$ cat src/hw/lane_steer_pkg.sv
// Constants for the byte-lane steering block
package lane_steer_pkg;
  localparam int          DATA_W        = 32;
  localparam int          LANES         = 4;
  localparam logic [1:0]  OFS_ZERO      = 2'h0;
  localparam logic        ORDER_LITTLE  = 1'h0;
  localparam logic        ORDER_BIG     = 1'h1;
  localparam logic        ORDER_RESET   = ORDER_LITTLE;
  localparam logic [3:0]  LANES_ALL     = 4'hF;
  localparam logic [3:0]  LANES_NONE    = 4'h0;
  localparam logic [31:0] DATA_RESET    = 32'h0000_0000;
  typedef enum logic {
    SIZE_WORD,
    SIZE_BYTE
  } size_type;
endpackage : lane_steer_pkg

$ cat src/hw/lane_steer.sv
// Byte-lane steering between core load/store path and 32-bit data bus
//
// Function
// RULE1: Internal registers always use little-endian lanes
// RULE2: One order select bit picks external order
// RULE3: Bytes numbered upward, four form one word
// RULE4: Little-endian: byte 0 on lanes 7:0
// RULE5: Big-endian: byte 0 on lanes 31:24
// RULE6: Order affects only load and store transfers
// RULE7: Misaligned word read rotates right by offset
// RULE8: Byte read takes selected lane, zero-extended
// RULE9: Word write drives register unchanged onto lanes
// RULE10: Byte write replicates low byte, one lane active
// RULE11: Order select resets to little-endian
`timescale 1ns/10ps
`default_nettype none
module lane_steer
  import lane_steer_pkg::*;
(
  input  wire logic              ref_clk,      // Processor bus clock
  input  wire logic              rst,          // Async reset, active high
  input  wire logic              order_wr,     // Load new order select
  input  wire logic              order_big,    // New order, 1 = big-endian
  input  wire logic              req,          // Load/store transfer request
  input  wire logic              req_write,    // 1 = store, 0 = load
  input  wire logic              req_byte,     // 1 = byte, 0 = word
  input  wire logic              req_internal, // Target is internal register
  input  wire logic [1:0]        req_ofs,      // Byte offset in word
  input  wire logic [DATA_W-1:0] store_data,   // Core register for stores
  input  wire logic [DATA_W-1:0] bus_rdata,    // Data lanes from memory
  output logic                   order_q,      // Current order select
  output logic                   load_valid,   // Load result valid, pulse
  output logic [DATA_W-1:0]      load_data,    // Steered load result
  output logic                   store_valid,  // Store lanes valid, pulse
  output logic [DATA_W-1:0]      bus_wdata,    // Data lanes to memory
  output logic [LANES-1:0]       lane_en       // Active write lanes
);

  // ------------------------------------------------------------
  // Elaboration checks
  // ------------------------------------------------------------
  localparam int BYTE_W = 8;

  generate
    if (DATA_W != BYTE_W * LANES) begin : g_width_check
      $error("Data width must hold exactly LANES bytes");
    end
    if (LANES != 4) begin : g_lane_check
      $error("Two offset bits serve exactly four lanes");
    end
    if ($bits(LANES_ALL) != LANES) begin : g_mask_check
      $error("Full lane mask must match the lane count");
    end
  endgenerate

  // ------------------------------------------------------------
  // Decoding helpers
  // ------------------------------------------------------------
  // Lane that carries a byte offset under one order
  function automatic logic [1:0] lane_of(input logic big, input logic [1:0] ofs);
    lane_of = big ? ~ofs : ofs; // RULE3 RULE4 RULE5
  endfunction : lane_of

  // One-hot mask of a lane index
  function automatic logic [LANES-1:0] lane_mask(input logic [1:0] lane);
    lane_mask = LANES'(1) << lane;
  endfunction : lane_mask

  // ------------------------------------------------------------
  // Internal signals
  // ------------------------------------------------------------
  logic                order_d;
  logic                eff_big;
  logic                is_byte;
  logic                is_load;
  logic                is_store;
  logic                load_v_d;
  logic                store_v_d;
  size_type            size;
  logic [1:0]          sel_lane;
  logic [LANES-1:0]    rd_mask;
  logic [LANES-1:0]    wr_mask;
  logic [7:0]          rd_lane   [LANES];
  logic [7:0]          st_lane   [LANES];
  logic [7:0]          lane_pick [LANES];
  logic [7:0]          pick_or   [LANES+1];
  logic [1:0]          rot_src   [LANES];
  logic [7:0]          sel_byte;
  logic [DATA_W-1:0]   rot_word;
  logic [DATA_W-1:0]   byte_word;
  logic [DATA_W-1:0]   load_d;
  logic [DATA_W-1:0]   load_hold_d;
  logic [DATA_W-1:0]   wdata_d;
  logic [DATA_W-1:0]   wdata_hold_d;
  logic [LANES-1:0]    lane_d;

  // ------------------------------------------------------------
  // Request decoding
  // ------------------------------------------------------------
  assign size      = req_byte ? SIZE_BYTE : SIZE_WORD;
  assign is_byte   = (size == SIZE_BYTE);
  assign is_load   = req & ~req_write; // RULE6
  assign is_store  = req & req_write; // RULE6
  assign load_v_d  = is_load;
  assign store_v_d = is_store;

  // ------------------------------------------------------------
  // Byte order
  // ------------------------------------------------------------
  // A request on the updating edge still sees the old order
  assign order_d   = order_wr ? order_big : order_q; // RULE2
  // Internal registers stay little-endian
  assign eff_big   = order_q & ~req_internal; // RULE1 RULE6
  assign sel_lane  = lane_of(eff_big, req_ofs); // RULE4 RULE5
  // Same lane decode for byte reads and byte writes
  assign rd_mask   = lane_mask(sel_lane); // RULE8
  assign wr_mask   = lane_mask(sel_lane); // RULE10

  // ------------------------------------------------------------
  // Lane split
  // ------------------------------------------------------------
  // Lane n is bits 8n+7:8n on both data buses
  for (genvar i = 0; i < LANES; i++) begin : g_split
    assign rd_lane[i] = bus_rdata[8*i +: 8];
    assign st_lane[i] = store_data[8*i +: 8];
  end : g_split

  // ------------------------------------------------------------
  // Load path
  // ------------------------------------------------------------
  // Rotation does not depend on the order
  for (genvar i = 0; i < LANES; i++) begin : g_load_lane
    assign rot_src[i]         = 2'(i) + req_ofs; // RULE7
    assign rot_word[8*i +: 8] = rd_lane[rot_src[i]]; // RULE7
    assign lane_pick[i]       = rd_mask[i] ? rd_lane[i] : 8'h00; // RULE8
    assign pick_or[i+1]       = pick_or[i] | lane_pick[i]; // RULE8
  end : g_load_lane

  assign pick_or[0]  = 8'h00;
  assign sel_byte    = pick_or[LANES]; // RULE8
  assign byte_word   = {{(DATA_W-BYTE_W){1'h0}}, sel_byte}; // RULE8
  assign load_d      = is_byte ? byte_word : rot_word; // RULE7 RULE8
  assign load_hold_d = is_load ? load_d : load_data;

  // ------------------------------------------------------------
  // Store path
  // ------------------------------------------------------------
  // Byte stores copy the low byte to every lane
  for (genvar i = 0; i < LANES; i++) begin : g_store_lane
    assign wdata_d[8*i +: 8] = is_byte ? st_lane[0] : st_lane[i]; // RULE9 RULE10
    assign lane_d[i]         = is_byte ? wr_mask[i] : LANES_ALL[i]; // RULE9 RULE10
  end : g_store_lane

  assign wdata_hold_d = is_store ? wdata_d : bus_wdata;

  // ------------------------------------------------------------
  // Order register
  // ------------------------------------------------------------
  // Little-endian after reset
  always_ff @(posedge ref_clk or posedge rst) begin
    if (rst) begin
      order_q <= ORDER_RESET; // RULE11
    end else begin
      order_q <= order_d;
    end
  end

  // ------------------------------------------------------------
  // Transfer pulses
  // ------------------------------------------------------------
  // One-cycle pulse per accepted load
  always_ff @(posedge ref_clk or posedge rst) begin
    if (rst) begin
      load_valid <= 1'h0;
    end else begin
      load_valid <= load_v_d;
    end
  end

  // One-cycle pulse per accepted store
  always_ff @(posedge ref_clk or posedge rst) begin
    if (rst) begin
      store_valid <= 1'h0;
    end else begin
      store_valid <= store_v_d;
    end
  end

  // ------------------------------------------------------------
  // Data and lane registers
  // ------------------------------------------------------------
  // Holds the last load result
  always_ff @(posedge ref_clk or posedge rst) begin
    if (rst) begin
      load_data <= DATA_RESET;
    end else begin
      load_data <= load_hold_d;
    end
  end

  // Holds the last store lanes
  always_ff @(posedge ref_clk or posedge rst) begin
    if (rst) begin
      bus_wdata <= DATA_RESET;
    end else begin
      bus_wdata <= wdata_hold_d;
    end
  end

  // Lanes drop to idle after each store
  always_ff @(posedge ref_clk or posedge rst) begin
    if (rst) begin
      lane_en <= LANES_NONE;
    end else begin
      lane_en <= store_v_d ? lane_d : LANES_NONE;
    end
  end

endmodule : lane_steer
`default_nettype wire

$ cat config.mk
export PLATFORM = sky130hd
export DESIGN_NAME = lane_steer
export DESIGN_NICKNAME = d
export VERILOG_FILES = /design/src/hw/lane_steer_pkg.sv /design/src/hw/lane_steer.sv
export SDC_FILE = /design/constraint.sdc
export NUM_CORES = 1
export LEC_CHECK = 0
export BUFFER_PORTS_ARGS = -buffer_cell sky130_fd_sc_hd__clkbuf_2
export CORE_ASPECT_RATIO = 2
export CORE_MARGIN = 2
export CORE_UTILIZATION = 35
export DETAILED_ROUTE_END_ITERATION = 7
export MAX_ROUTING_LAYER = met4
export PLACE_DENSITY = 0.63
export SYNTH_ARGS = -nofsm -noshare
export SYNTH_HDL_FRONTEND = slang
export SYNTH_SLANG_ARGS = --single-unit
$ cat constraint.sdc
create_clock -name ref_clk -period 6.2 [get_ports ref_clk]
set_clock_uncertainty 0.2 [all_clocks]
set_input_delay 0.31 -clock ref_clk [delete_from_list [all_inputs] [get_ports ref_clk]]
set_output_delay 0.31 -clock ref_clk [all_outputs]
set_load 0.02 [all_outputs]
# After elaboration in Yosys (flattened, before gate mapping)
# Index checks and enable logic that the tools add are counted.
dict set report word_totals {
  ff_bits 71
  inputBits 74
  output_inout_bits 71
  word_cells 54
}
dict set report op_classes {
  addsub 3
  order_cmp 4
  shifts 1
  n_mux 27
  bitwise_logic 13
}
# cell count
set op_table {}
lappend op_table {{8-bit 2-to-1 mux} 15}
lappend op_table {{8-bit binary-select mux with 2-bit select} 4}
lappend op_table {{32-bit 2-to-1 mux} 1}
lappend op_table {{8-bit OR} 3}
lappend op_table {{3-bit >= comparator, second input constant} 4}
lappend op_table {{2-bit NOT with 3-bit output} 4}
lappend op_table {{1-bit 2-to-1 mux} 5}
lappend op_table {{2-bit adder, first input constant} 2}
lappend op_table {{4-bit 2-to-1 mux} 1}
lappend op_table {{1-bit by 2-bit left shift with 4-bit output, first input constant} 1}
lappend op_table {{1-bit AND} 3}
lappend op_table {{1-bit by 2-bit adder with 2-bit output, first input constant} 1}
lappend op_table {{2-bit 2-to-1 mux} 1}
lappend op_table {{1-bit NOT} 2}
lappend op_table {{2-bit NOT} 1}

# Logic depth before layout (Yosys ltp)
# Gate-level depths: netlist of run 1.
dict set report logic_depth {
  depth_word 9
  ltp_mapped 7
  depth_no_buf 5
}

# Least setup slack after synthesis of run 1
# No wires, ideal clock.
dict set report synth_path {
  path_kind {reg-to-reg}
  startpoint {register order_q}
  endpoint {register load_data[4]}
  t_arrival_ns 1.297
  required_time_ns 5.871
  slack_ns 4.575
  stages_incl_launch_ff 6
  n_path_buf 1
  synth_period_minus_slack_ns 1.625
  path_cell_list {dfrtp_1 nor2b_1 buf_2 o22ai_2 a221oi_1 a21oi_1}
}
dict set report synth_via {
  elab_chain_len 8
}
# element line
set synth_rtl {}
lappend synth_rtl {{start: declaration} lane_steer.sv:31} ;# output logic order_q,
lappend synth_rtl {{start signal: assignment} lane_steer.sv:164} ;# order_q <= order_d;
lappend synth_rtl {{1-bit AND (*)} lane_steer.sv:113} ;# assign eff_big = order_q & ~req_internal;
lappend synth_rtl {{2-bit 2-to-1 mux (*)} lane_steer.sv:61} ;# lane_of = big ? ~ofs : ofs;
lappend synth_rtl {{1-bit by 2-bit left shift with 4-bit output (*)} lane_steer.sv:66} ;# lane_mask = LANES'(1) << lane;
lappend synth_rtl {{8-bit 2-to-1 mux} lane_steer.sv:135} ;# assign lane_pick[i] = rd_mask[i] ? rd_lane[i] : 8'h00;
lappend synth_rtl {{8-bit OR (2 in a row)} lane_steer.sv:136} ;# assign pick_or[i+1] = pick_or[i] | lane_pick[i];
lappend synth_rtl {{8-bit OR (*)} lane_steer.sv:136}
lappend synth_rtl {{32-bit 2-to-1 mux (*)} lane_steer.sv:142} ;# assign load_d = is_byte ? byte_word : rot_word;
lappend synth_rtl {{end signal: assignment} lane_steer.sv:197} ;# load_data <= load_hold_d;
lappend synth_rtl {{end: declaration} lane_steer.sv:33} ;# output logic [DATA_W-1:0] load_data,
# Every way passes the cells marked *; elsewhere a longest branch is shown, timed or not.
# A chain may end at the register's enable or synchronous reset.

# Final worst setup path of run 1
dict set report layout_path {
  startpoint {input req_ofs[0]}
  endpoint {register load_data[6]}
}
dict set report layout_via {
  elab_chain_len 8
}
# element line
set layout_rtl {}
lappend layout_rtl {{start: declaration} lane_steer.sv:28} ;# input wire logic [1:0] req_ofs,
lappend layout_rtl {{2-bit NOT} lane_steer.sv:61}
lappend layout_rtl {{2-bit 2-to-1 mux} lane_steer.sv:61}
lappend layout_rtl {{1-bit by 2-bit left shift with 4-bit output} lane_steer.sv:66}
lappend layout_rtl {{8-bit 2-to-1 mux} lane_steer.sv:135}
lappend layout_rtl {{8-bit OR (3 in a row)} lane_steer.sv:136}
lappend layout_rtl {{32-bit 2-to-1 mux (*)} lane_steer.sv:142}
# Every way passes the cells marked *; elsewhere a longest branch is shown, timed or not. The select of a mux whose other input is x is not followed.

==> summary.md, run 1 <==
| Metric | Value |
|---|---|
| Antenna violations before repair | `0` |
| Synth warn | `0` |
| Vias in the first global route | `3707` |
| Post-Route WL | `11.2 mm` |
| Hold_ws | `0.0139 ns` |
| R2R Setup Slk | `4.06 ns` |
| Critical Path End Type | `register` |
| CTS tree | `done` |
| Clk sink count | `71` |
| Vias per cell | `5.19` |
| Crit Path Category | `in2reg` |
| RSZ-0062 raised after global routing | `false` |
| Drt first pass iters | `4` |
| Final HPWL DP | `8.35 mm` |
| Diodes inserted | `0` |
| Total negative slack | `0 ns` |
| CTS resizes | `0` |
| Pwr dens | `289 nW/µm²` |
| F_max | `463 MHz` |
| Pwr Total | `0.00142 W` |
| Die W | `78.5 µm` |
| Placed Cells incl. Taps | `653` |
| Share of cells above drive strength 1 | `0.352` |
| Syn Area/Cell | `9.84 µm²` |
| Final net count | `598` |
| Dpl cell area | `4620 µm²` |
| Die footprint | `12000 µm²` |
| Syn Inst Count | `395` |
| Largest net degree at the start of global routing | `72` |
| Hold Crit Class | `in2async` |
| Syn Nets | `469` |
| ANT nets after route | `0` |
| Tmin final | `2.16 ns` |
| Status | `completed` |
| Core Area | `10900 µm²` |
| Root Buffer | `clkbuf_16` |
| Final worst-path cycle share | `0.349` |
| Sequential element share of the synthesized area | `0.457` |
| Largest fanout on the critical path | `49` |
| Rows | `54` |
| DRC | `0` |
| Final Max Tran Viols | `0` |
| Routability Congestion | `0.872` |
| Worst reg2reg path startpoint | `order_q$_DFFE_PP0P_` |
| Largest stage delay on the critical path | `0.68 ns` |
| Leak Pwr | `2.52 nW` |
| Crit-path cells | `clkbuf_2 > inv_2 > o22ai_2 > a221oi_1 > a21oi_1` |
| Skew-Pair Late Insertion Delay | `0.33 ns` |
| Max-slew headroom at the worst pin | `0.200` |
| Syn-to-layout area delta | `26.5%` |
| Final hold vios | `0` |
| Worst Tran Pin Value | `1.20 ns` |
| Max Cap Viol | `0` |
| Worst endpoint required time | `6.21 ns` |
| Setup Fix Bufs, Post-CTS | `0` |
| Gr usage total | `0.198` |
| Total CTS buffers | `9` |
| Initial Utilization | `0.357` |
| Post-synthesis register bit count | `71` |
| Most frequent cells in the layout | `clkbuf_2 (144), nand2_1 (79), dfrtp_1 (71), mux2i_1 (55), o21ai_0 (29)` |
| First-pass GRT wire length | `18.0 mm` |
| I/O Buffers | `144` |
| Post-cts hold buffer count | `0` |
| Top Ports | `145` |
| Layout Cells excl Fill | `669` |
| Reg area | `1780 µm²` |
| Reg2Reg Capture Point | `load_data[6]$_DFFE_PP0P_` |
| CP max-delay cell | `inv_2` |
| Cell Area, Synth | `3890 µm²` |
| Die Ht | `153 µm` |
| Worst Reg-to-Reg Cells | `4` |
| H-tree depth | `3` |
| Setup crit start kind | `primary input` |
| Final Setup Violations | `0` |
| Filler Cells Inserted | `1079` |
| Clk slew on worst S/H paths | `0.06 ns` |
| Drt initial violations | `307` |
| WP data arrival | `2.18 ns` |
| Final Cell Area | `4920 µm²` |
| Max VDD drop | `0.165 mV` |
| Vias | `3474` |
| Library cells used by synthesis | `35` |
| Deepest clock path buffer count | `2` |
| Multi-input logic area | `1890 µm²` |
| Routed len/inst | `16.8 µm` |
| Commonest non-fill, non-tap cell in the layout | `clkbuf_2` |
| Overflow after GRT | `0` |
[how the worst max path moves through the flow]
stage                        startpoint                  endpoint  slack, ns  cells after the start
floorplan                           rst  bus_wdata[0]$_DFFE_PP0P_       3.89                      1
global placement              req_write  load_data[2]$_DFFE_PP0P_       3.77                      7
detailed placement           req_ofs[0]  load_data[1]$_DFFE_PP0P_       3.71                      4
CTS                 order_q$_DFFE_PP0P_  load_data[7]$_DFFE_PP0P_       4.05                      4
global route                 req_ofs[0]  load_data[6]$_DFFE_PP0P_       3.76                      5
finish                       req_ofs[0]  load_data[6]$_DFFE_PP0P_       4.04                      5
[critical path: cells and delay by family]
| family | cells | cell delay [ns] |
|---|---|---|
| AO/OA/AOI/OAI | 3 | 0.70 |
| buffers and inverters | 2 | 1.16 |
[metrics by stage]
step                      utilization  setup slack [ns]
after floorplan                     -              3.89
after global placement          0.425              3.77
after detailed placement        0.425              3.71
after CTS                       0.452              4.05
after global routing            0.452              3.76
final                           0.452              4.04
[cell families (layout without fill, tap and decap cells)]
logic type             Yosys count  in the layout  share of synthesized area
and+or+nand+nor                108            108                      0.115
AOI/OAI and AO/OA              101            101                      0.146
muxes                           76             76                      0.224
DFF                             71             71                      0.457
buffers and inverters           39            173                     0.0583
[flip-flops by register name, summed over array words and instances (netlist names)]
| register | count |
|---|---|
| lane_en | 4 |
| store_valid | 1 |
| load_valid | 1 |
| bus_wdata | 32 |
| order_q | 1 |
| load_data | 32 |
[synth_stat cells]
cell      number  area share
nand2_1       80       0.077
dfrtp_1       71        0.46
mux2i_1       55        0.14
o21ai_0       29       0.037
o21ai_1       27       0.035
a21oi_1       24       0.031
clkbuf_1      13       0.013
nand2b_1      11       0.018
nor2_1        11       0.011
mux2_2         9       0.026
buf_2          7      0.0090
inv_1          7      0.0068
mux4_2         7       0.041
o22ai_1        5      0.0080
a221oi_1       4      0.0090
a22o_1         4      0.0090
mux2_1         4       0.012
buf_1          3      0.0029
buf_12         3       0.015
inv_2          3      0.0029
a22oi_1        2      0.0039
a31oi_1        2      0.0032
a32oi_1        2      0.0045
a21o_1         1      0.0019
buf_4          1      0.0019
buf_6          1      0.0029
buf_8          1      0.0039
mux2_4         1      0.0039
nand3_1        1      0.0013
nand3b_1       1      0.0019
nor2b_1        1      0.0016
o22ai_2        1      0.0032
or2_0          1      0.0016
or2_1          1      0.0016
or3_1          1      0.0016
[per-layer routing]
| metal | GRT usage | wire, µm |
|---|---|---|
| met5 | - | 0 |
| met4 | 0.0952 | 362 |
| met3 | 0.0354 | 667 |
| met2 | 0.347 | 6000 |
| met1 | 0.209 | 4190 |
[cell type report]
class                   instances  share of cell area
clock buffers                   9              0.0458
clock inverters                 7              0.0150
inverters                      10             0.00763
multi-input cells             285               0.384
flip-flops and latches         71               0.361
well taps                     140              0.0356
repair buffers                147               0.151
[power breakdown]
group	internal, W	leakage, nW	switching [W]
Sequential	0.000523	0.890	0.0000369
Combinational	0.000127	1.50	0.000215
Clock	0.000311	0.134	0.000206
(Power assumes the default switching activity.)
==> run 2, diff against run 1 <==
--- a/config.mk
+++ b/config.mk
@@ -11,7 +11,7 @@
 export CORE_UTILIZATION = 35
 export DETAILED_ROUTE_END_ITERATION = 7
 export MAX_ROUTING_LAYER = met4
-export PLACE_DENSITY = 0.63
+export PLACE_DENSITY = 0.65
 export SYNTH_ARGS = -nofsm -noshare
 export SYNTH_HDL_FRONTEND = slang
 export SYNTH_SLANG_ARGS = --single-unit
==> constraint.sdc (replaced) <==
create_clock -name ref_clk -period 1.83 [get_ports ref_clk]
set_clock_uncertainty 0.2 [all_clocks]
set_input_delay 0.0915 -clock ref_clk [delete_from_list [all_inputs] [get_ports ref_clk]]
set_output_delay 0.0915 -clock ref_clk [all_outputs]
set_load 0.02 [all_outputs]
==> run 2 against run 1 <==
- sequential share of layout area is 4.6 points lower
- sequential power increased to 3.4 times the previous value
- non-clock buffer count rose by 68
- clock power increased to 3.7 times the previous value
- critical path type unchanged
- highest routed layer unchanged
- hold slack got worse by 0.0080 ns
- sequential cell count did not move
- power rose to 3.6 times the previous value
==> summary.md, run 2 (synthesized netlist as in run 1, its figures left out) <==
| Metric | Value |
|---|---|
| Die W | `78.5 µm (unchanged)` |
| Clk slew on worst S/H paths | `0.06 ns (about the same)` |
| First-pass GRT wire length | `19.6 mm (+8.5%)` |
| Critical Path End Type | `register` |
| Hold Crit Class | `in2reg` |
| Final worst-path cycle share | `0.937` |
| Max Cap Viol | `0 (unchanged)` |
| Total negative slack | `0 ns (unchanged)` |
| Largest registers | `bus_wdata: 32 flops, load_data: 32 flops, lane_en: 4 flops` |
| Post-Route WL | `12.1 mm (+8.0%)` |
| Hold_ws | `0.00590 ns (-0.00800 ns)` |
| Status | `completed` |
| I/O Buffers | `144 (unchanged)` |
| Final Max Tran Viols | `0 (unchanged)` |
| Routed len/inst | `16.4 µm (-2.0%)` |
| Setup Fix Bufs, Post-CTS | `0 (unchanged)` |
| Share of cells above drive strength 1 | `0.337 (-0.0149)` |
| Initial Utilization | `0.357 (unchanged)` |
| Top Ports | `145 (unchanged)` |
| Syn-to-layout area delta | `45.0%` |
| Vias in the first global route | `4023 (+8.5%)` |
| H-tree depth | `3 (unchanged)` |
| RSZ-0062 raised after global routing | `false` |
| Antenna violations before repair | `0 (unchanged)` |
| Layout Cells excl Fill | `737 (+10%)` |
| Pwr dens | `910 nW/µm² (+220%)` |
| Deepest clock path buffer count | `2 (unchanged)` |
| Placed Cells incl. Taps | `666 (+2.0%)` |
| Tmin final | `1.71 ns` |
| Crit Path Category | `in2reg` |
| Rows | `54 (unchanged)` |
| DRC | `0 (unchanged)` |
| Root Buffer | `clkbuf_16` |
| Max-slew headroom at the worst pin | `0.585 (+0.385)` |
| Diodes inserted | `0 (unchanged)` |
| Largest fanout on the critical path | `8 (-84%)` |
| Worst Tran Pin Value | `0.620 ns (-0.579 ns)` |
| Skew-Pair Late Insertion Delay | `0.34 ns (about the same)` |
| Die footprint | `12000 µm² (unchanged)` |
| WP data arrival | `1.72 ns (-0.46 ns)` |
| F_max | `583 MHz` |
| Placement Setup Slack | `0.0826 ns (-3.63 ns)` |
| Routability Congestion | `0.893 (+2.5%)` |
| Clk sink count | `71 (unchanged)` |
| ANT nets after route | `0 (unchanged)` |
| CTS tree | `done` |
| Drt first pass iters | `4 (unchanged)` |
| Final net count | `666 (+11%)` |
| Drt initial violations | `246 (-20%)` |
| Leak Pwr | `2.85 nW (+13%)` |
| Vias | `3713 (+6.9%)` |
| Commonest non-fill, non-tap cell in the layout | `clkbuf_2` |
| Pwr Total | `0.00513 W (+260%)` |
| Vias per cell | `5.04 (-3.0%)` |
| Die Ht | `153 µm (unchanged)` |
| PnR worst setup slack | `0.116 ns (-3.92 ns)` |
| Gr usage total | `0.215 (+0.0176)` |
| Largest net degree at the start of global routing | `58 (-19%)` |
| Final Setup Violations | `0 (unchanged)` |
| Max VDD drop | `0.749 mV (+350%)` |
| Final hold vios | `0 (unchanged)` |
| Worst endpoint required time | `1.84 ns (-4.37 ns)` |
| Core Area | `10900 µm² (unchanged)` |
| Final HPWL DP | `8.40 mm (+0.66%)` |
| Total CTS buffers | `9 (unchanged)` |
| Most frequent cells in the layout | `clkbuf_2 (144), nand2_1 (79), dfrtp_1 (71), mux2i_1 (55), dlygate4sd3_1 (55)` |
| Overflow after GRT | `0 (unchanged)` |
| Setup crit start kind | `primary input` |
## run 2: where the power goes
part	switching (W)	leakage (nW)	internal (W)	total, W
Combinational	0.000764	1.80	0.000538	0.00130
Clock	0.000715	0.161	0.00121	0.00192
Sequential	0.000130	0.890	0.00177	0.00190
Total	0.00161	2.85	0.00352	0.00513
## run 2: layout make-up
cell class	instances	area [µm²]
clock inverters	7	104
flip-flops and latches	71	1780
repair buffers	215	1420
inverters	10	41.3
clock buffers	9	225
fillers	1000	5240
multi-input cells	285	1900
well taps	140	175
## run 2: per-layer routing
layer / track usage / share of wire / vias up
met5: - / 0 / -
met4: 0.0919 / 0.037 / 0
met3: 0.0460 / 0.052 / 24
met2: 0.372 / 0.52 / 134
met1: 0.233 / 0.39 / 1770
li1: - / - / 1785
## run 2: path summary, 6_finish.rpt
check	startpoint	endpoint	slack, ns	depth (start not counted)
setup / recovery	req	load_data[2]$_DFFE_PP0P_	0.12	7
hold / removal	req_internal	load_data[6]$_DFFE_PP0P_	0.006	4
setup reg to reg	order_q$_DFFE_PP0P_	load_data[7]$_DFFE_PP0P_	0.12	5
hold reg to reg	load_data[30]$_DFFE_PP0P_	load_data[30]$_DFFE_PP0P_	0.28	2
max in group asynchronous	rst	load_data[30]$_DFFE_PP0P_	0.75	4
min in group asynchronous	rst	load_data[12]$_DFFE_PP0P_	0.07	3
## run 2: critical path: stages
cell           delay [ns]
dlygate4sd3_1        0.53
clkbuf_2             0.13
nand2b_1             0.11
inv_2                0.16
nand2_1              0.25
a221oi_1             0.32
a31oi_1              0.12
## run 2: what timing repair did
action,in CTS,in global routing
hold buffers,55,0
gates resized for setup,0,3
setup endpoints to repair,0,5
endpoints found under the hold margin,116,0
## run 2: through the flow
step	utilization	instance area, µm²
floorplan	-	3890
global placement	0.436	4750
detailed placement	0.436	4750
CTS	0.517	5630
global route	0.518	5640
finish	0.518	5640
==> run 3, diff against run 2 <==
--- a/config.mk
+++ b/config.mk
@@ -12,6 +12,7 @@
 export DETAILED_ROUTE_END_ITERATION = 7
 export MAX_ROUTING_LAYER = met4
 export PLACE_DENSITY = 0.65
+export REMOVE_ABC_BUFFERS = 1
 export SYNTH_ARGS = -nofsm -noshare
 export SYNTH_HDL_FRONTEND = slang
 export SYNTH_SLANG_ARGS = --single-unit
==> run 3 against run 2 <==
- sequential cell count unchanged
- register-to-register slack improved by 0.04 ns
- via count increased by 0.57%
- power increased by 1.6%
- critical endpoint is now load_data[4]$_DFFE_PP0P_
==> summary.md, run 3 (synthesized netlist as in run 1, its figures left out) <==
| Metric | Value |
|---|---|
| Status | `completed` |
| Top routing layer used | `met4` |
| Setup crit start kind | `register` |
| Hold-critical path depth | `4 (unchanged)` |
| Antenna violations before repair | `0 (unchanged)` |
| Routability Congestion | `0.903 (+1.1%)` |
| Syn-to-layout area delta | `43.1%` |
| Layout Cells excl Fill | `727 (-1.4%)` |
| Die footprint | `12000 µm² (unchanged)` |
| CTS resizes | `0 (unchanged)` |
| Final Setup Violations | `0 (unchanged)` |
| Placed Cells incl. Taps | `667 (+0.15%)` |
| Drt initial violations | `183 (-26%)` |
| WP data arrival | `1.69 ns (-0.03 ns)` |
| Largest registers | `bus_wdata: 32 flops, load_data: 32 flops, lane_en: 4 flops` |
| DRC | `0 (unchanged)` |
| CP bufs+invs | `1 (-2)` |
| H-tree depth | `3 (unchanged)` |
| Routed len/inst | `16.0 µm (-2.8%)` |
| Metal2 WL | `6.37 mm (+0.49%)` |
| Drt first pass iters | `4 (unchanged)` |
| Share of cells above drive strength 1 | `0.341 (+0.00403)` |
| Final hold vios | `0 (unchanged)` |
| Reg2Reg Capture Point | `load_data[4]$_DFFE_PP0P_` |
| Critical path's top delay family | `compound AO/OA/AOI/OAI gates` |
| Final net count | `656 (-1.5%)` |
| Total CTS buffers | `9 (unchanged)` |
| CTS tree | `done` |
| RSZ-0062 raised after global routing | `false` |
| Final HPWL DP | `8.23 mm (-2.1%)` |
| I/O Buffers | `144 (unchanged)` |
| Dpl cell area | `4780 µm² (+0.63%)` |
| Final Cell Area | `5560 µm² (-1.3%)` |
| Max VDD drop | `0.549 mV (-27%)` |
| Min-Delay Endpoint | `load_data[16]$_DFFE_PP0P_` |
| Vias per cell | `5.14 (+1.9%)` |
| Overflow after GRT | `0 (unchanged)` |
| DRT met1 WL | `4.18 mm (-11%)` |
| Pwr dens | `936 nW/µm² (+2.9%)` |
| Rows | `54 (unchanged)` |
| Vias | `3734 (+0.57%)` |
| Reg area | `1780 µm² (unchanged)` |
| Max Cap Viol | `0 (unchanged)` |
| Critical Path End Type | `register` |
| Skew-Pair Late Insertion Delay | `0.33 ns (about the same)` |
| Die W | `78.5 µm (unchanged)` |
| Vias in the first global route | `3903 (-3.0%)` |
| Hold Crit Start | `bus_rdata[8]` |
| Gr usage total | `0.206 (-0.00876)` |
| Worst Reg-to-Reg Cells | `5 (unchanged)` |
| Die Ht | `153 µm (unchanged)` |
| First-pass GRT wire length | `18.8 mm (-3.8%)` |
| Met3 WL | `525 µm (-16%)` |
| Post-Route WL | `11.6 mm (-4.1%)` |
| Max-slew headroom at the worst pin | `0.553 (-0.0322)` |
| Hold Crit Class | `in2reg` |
| Filler Cells Inserted | `1007 (+0.70%)` |
| Largest stage delay on the critical path | `0.40 ns (-0.13 ns)` |
| Crit-path cells | `nor2b_1 > buf_12 > o22ai_2 > a221oi_1 > a21oi_1` |
| Largest net degree at the start of global routing | `72 (+24%)` |
| Worst Tran Pin Value | `0.668 ns (+0.0481 ns)` |
| Placement Setup Slack | `0.165 ns (+0.0820 ns)` |
| Total negative slack | `0 ns (unchanged)` |
| Clk sink count | `71 (unchanged)` |
| Post-cts hold buffer count | `44 (-20%)` |
| Multi-input logic area | `1890 µm² (-0.46%)` |
| ANT nets after route | `0 (unchanged)` |
| Clk slew on worst S/H paths | `0.06 ns (about the same)` |
| Diodes inserted | `0 (unchanged)` |
| Final Max Tran Viols | `0 (unchanged)` |
| Root Buffer | `clkbuf_16` |
| Commonest non-fill, non-tap cell in the layout | `clkbuf_2` |
| Final worst-path cycle share | `0.916 (-0.0206)` |
| F_max | `596 MHz (+2.2%)` |
| Most frequent cells in the layout | `clkbuf_2 (144), nand2_1 (79), dfrtp_1 (71), mux2i_1 (55), dlygate4sd3_1 (44)` |
| Crit Path Category | `reg2reg` |
| Initial Utilization | `0.357 (unchanged)` |
| CP max-delay cell | `dfrtp_1` |
| Leak Pwr | `2.82 nW (-1.1%)` |
| Worst reg2reg path startpoint | `order_q$_DFFE_PP0P_` |
| Largest fanout on the critical path | `10 (+2)` |
| Core Area | `10900 µm² (unchanged)` |
| PnR worst setup slack | `0.153 ns (+0.0377 ns)` |
| Top Ports | `145 (unchanged)` |
| Tmin final | `1.68 ns (-0.0377 ns)` |
| Deepest clock path buffer count | `2 (unchanged)` |
| Worst endpoint required time | `1.84 ns (about the same)` |
| R2R Setup Slk | `0.15 ns (+0.04 ns)` |
| Setup Fix Bufs, Post-CTS | `0 (unchanged)` |
run 3: metrics by stage:
step / power [W] / hold WS (ns) / util
after global placement: 0.00309 / -0.0195 / 0.439
after CTS: 0.00526 / 0.00964 / 0.511
after detailed placement: 0.00312 / -0.0114 / 0.439
final: 0.00521 / 0.0234 / 0.511
after floorplan: 0.00258 / -0.0220 / -
after global routing: 0.00548 / 0.0483 / 0.511
run 3: layer usage:
layer	track usage	vias to the layer above
li1	-	1759
met1	0.207	1804
met2	0.369	131
met3	0.0360	40
met4	0.112	0
met5	-	-
run 3: where the power goes:
part	internal [W]	switching (W)	total [W]	leakage (nW)
Sequential	0.00177	0.000124	0.00190	0.890
Combinational	0.000524	0.000746	0.00127	1.77
Clock	0.00136	0.000679	0.00204	0.168
Total	0.00366	0.00155	0.00521	2.82
run 3: worst min-delay path: stages:
cell and delay, ns:
clkbuf_2 0.09, mux2_1 0.16, a21oi_1 0.08, o21ai_1 0.10
run 3: worst max path at each step:
stage | end | cells after the start | startpoint | slack, ns
floorplan | bus_wdata[0]$_DFFE_PP0P_ | 1 | rst | -0.26
global placement | load_data[2]$_DFFE_PP0P_ | 5 | order_q$_DFFE_PP0P_ | 0.24
detailed placement | load_data[4]$_DFFE_PP0P_ | 5 | order_q$_DFFE_PP0P_ | 0.16
CTS | load_data[4]$_DFFE_PP0P_ | 5 | order_q$_DFFE_PP0P_ | 0.15
global route | load_data[2]$_DFFE_PP0P_ | 5 | order_q$_DFFE_PP0P_ | 0.05
finish | load_data[4]$_DFFE_PP0P_ | 5 | order_q$_DFFE_PP0P_ | 0.15
run 3: area by class of cell:
class	count	share of cell area
clock buffer	10	0.0430
clock inverter	6	0.0193
inverter	10	0.00697
multi-input combinational	285	0.339
sequential	71	0.319
tap	140	0.0315
timing repair buffer	205	0.241
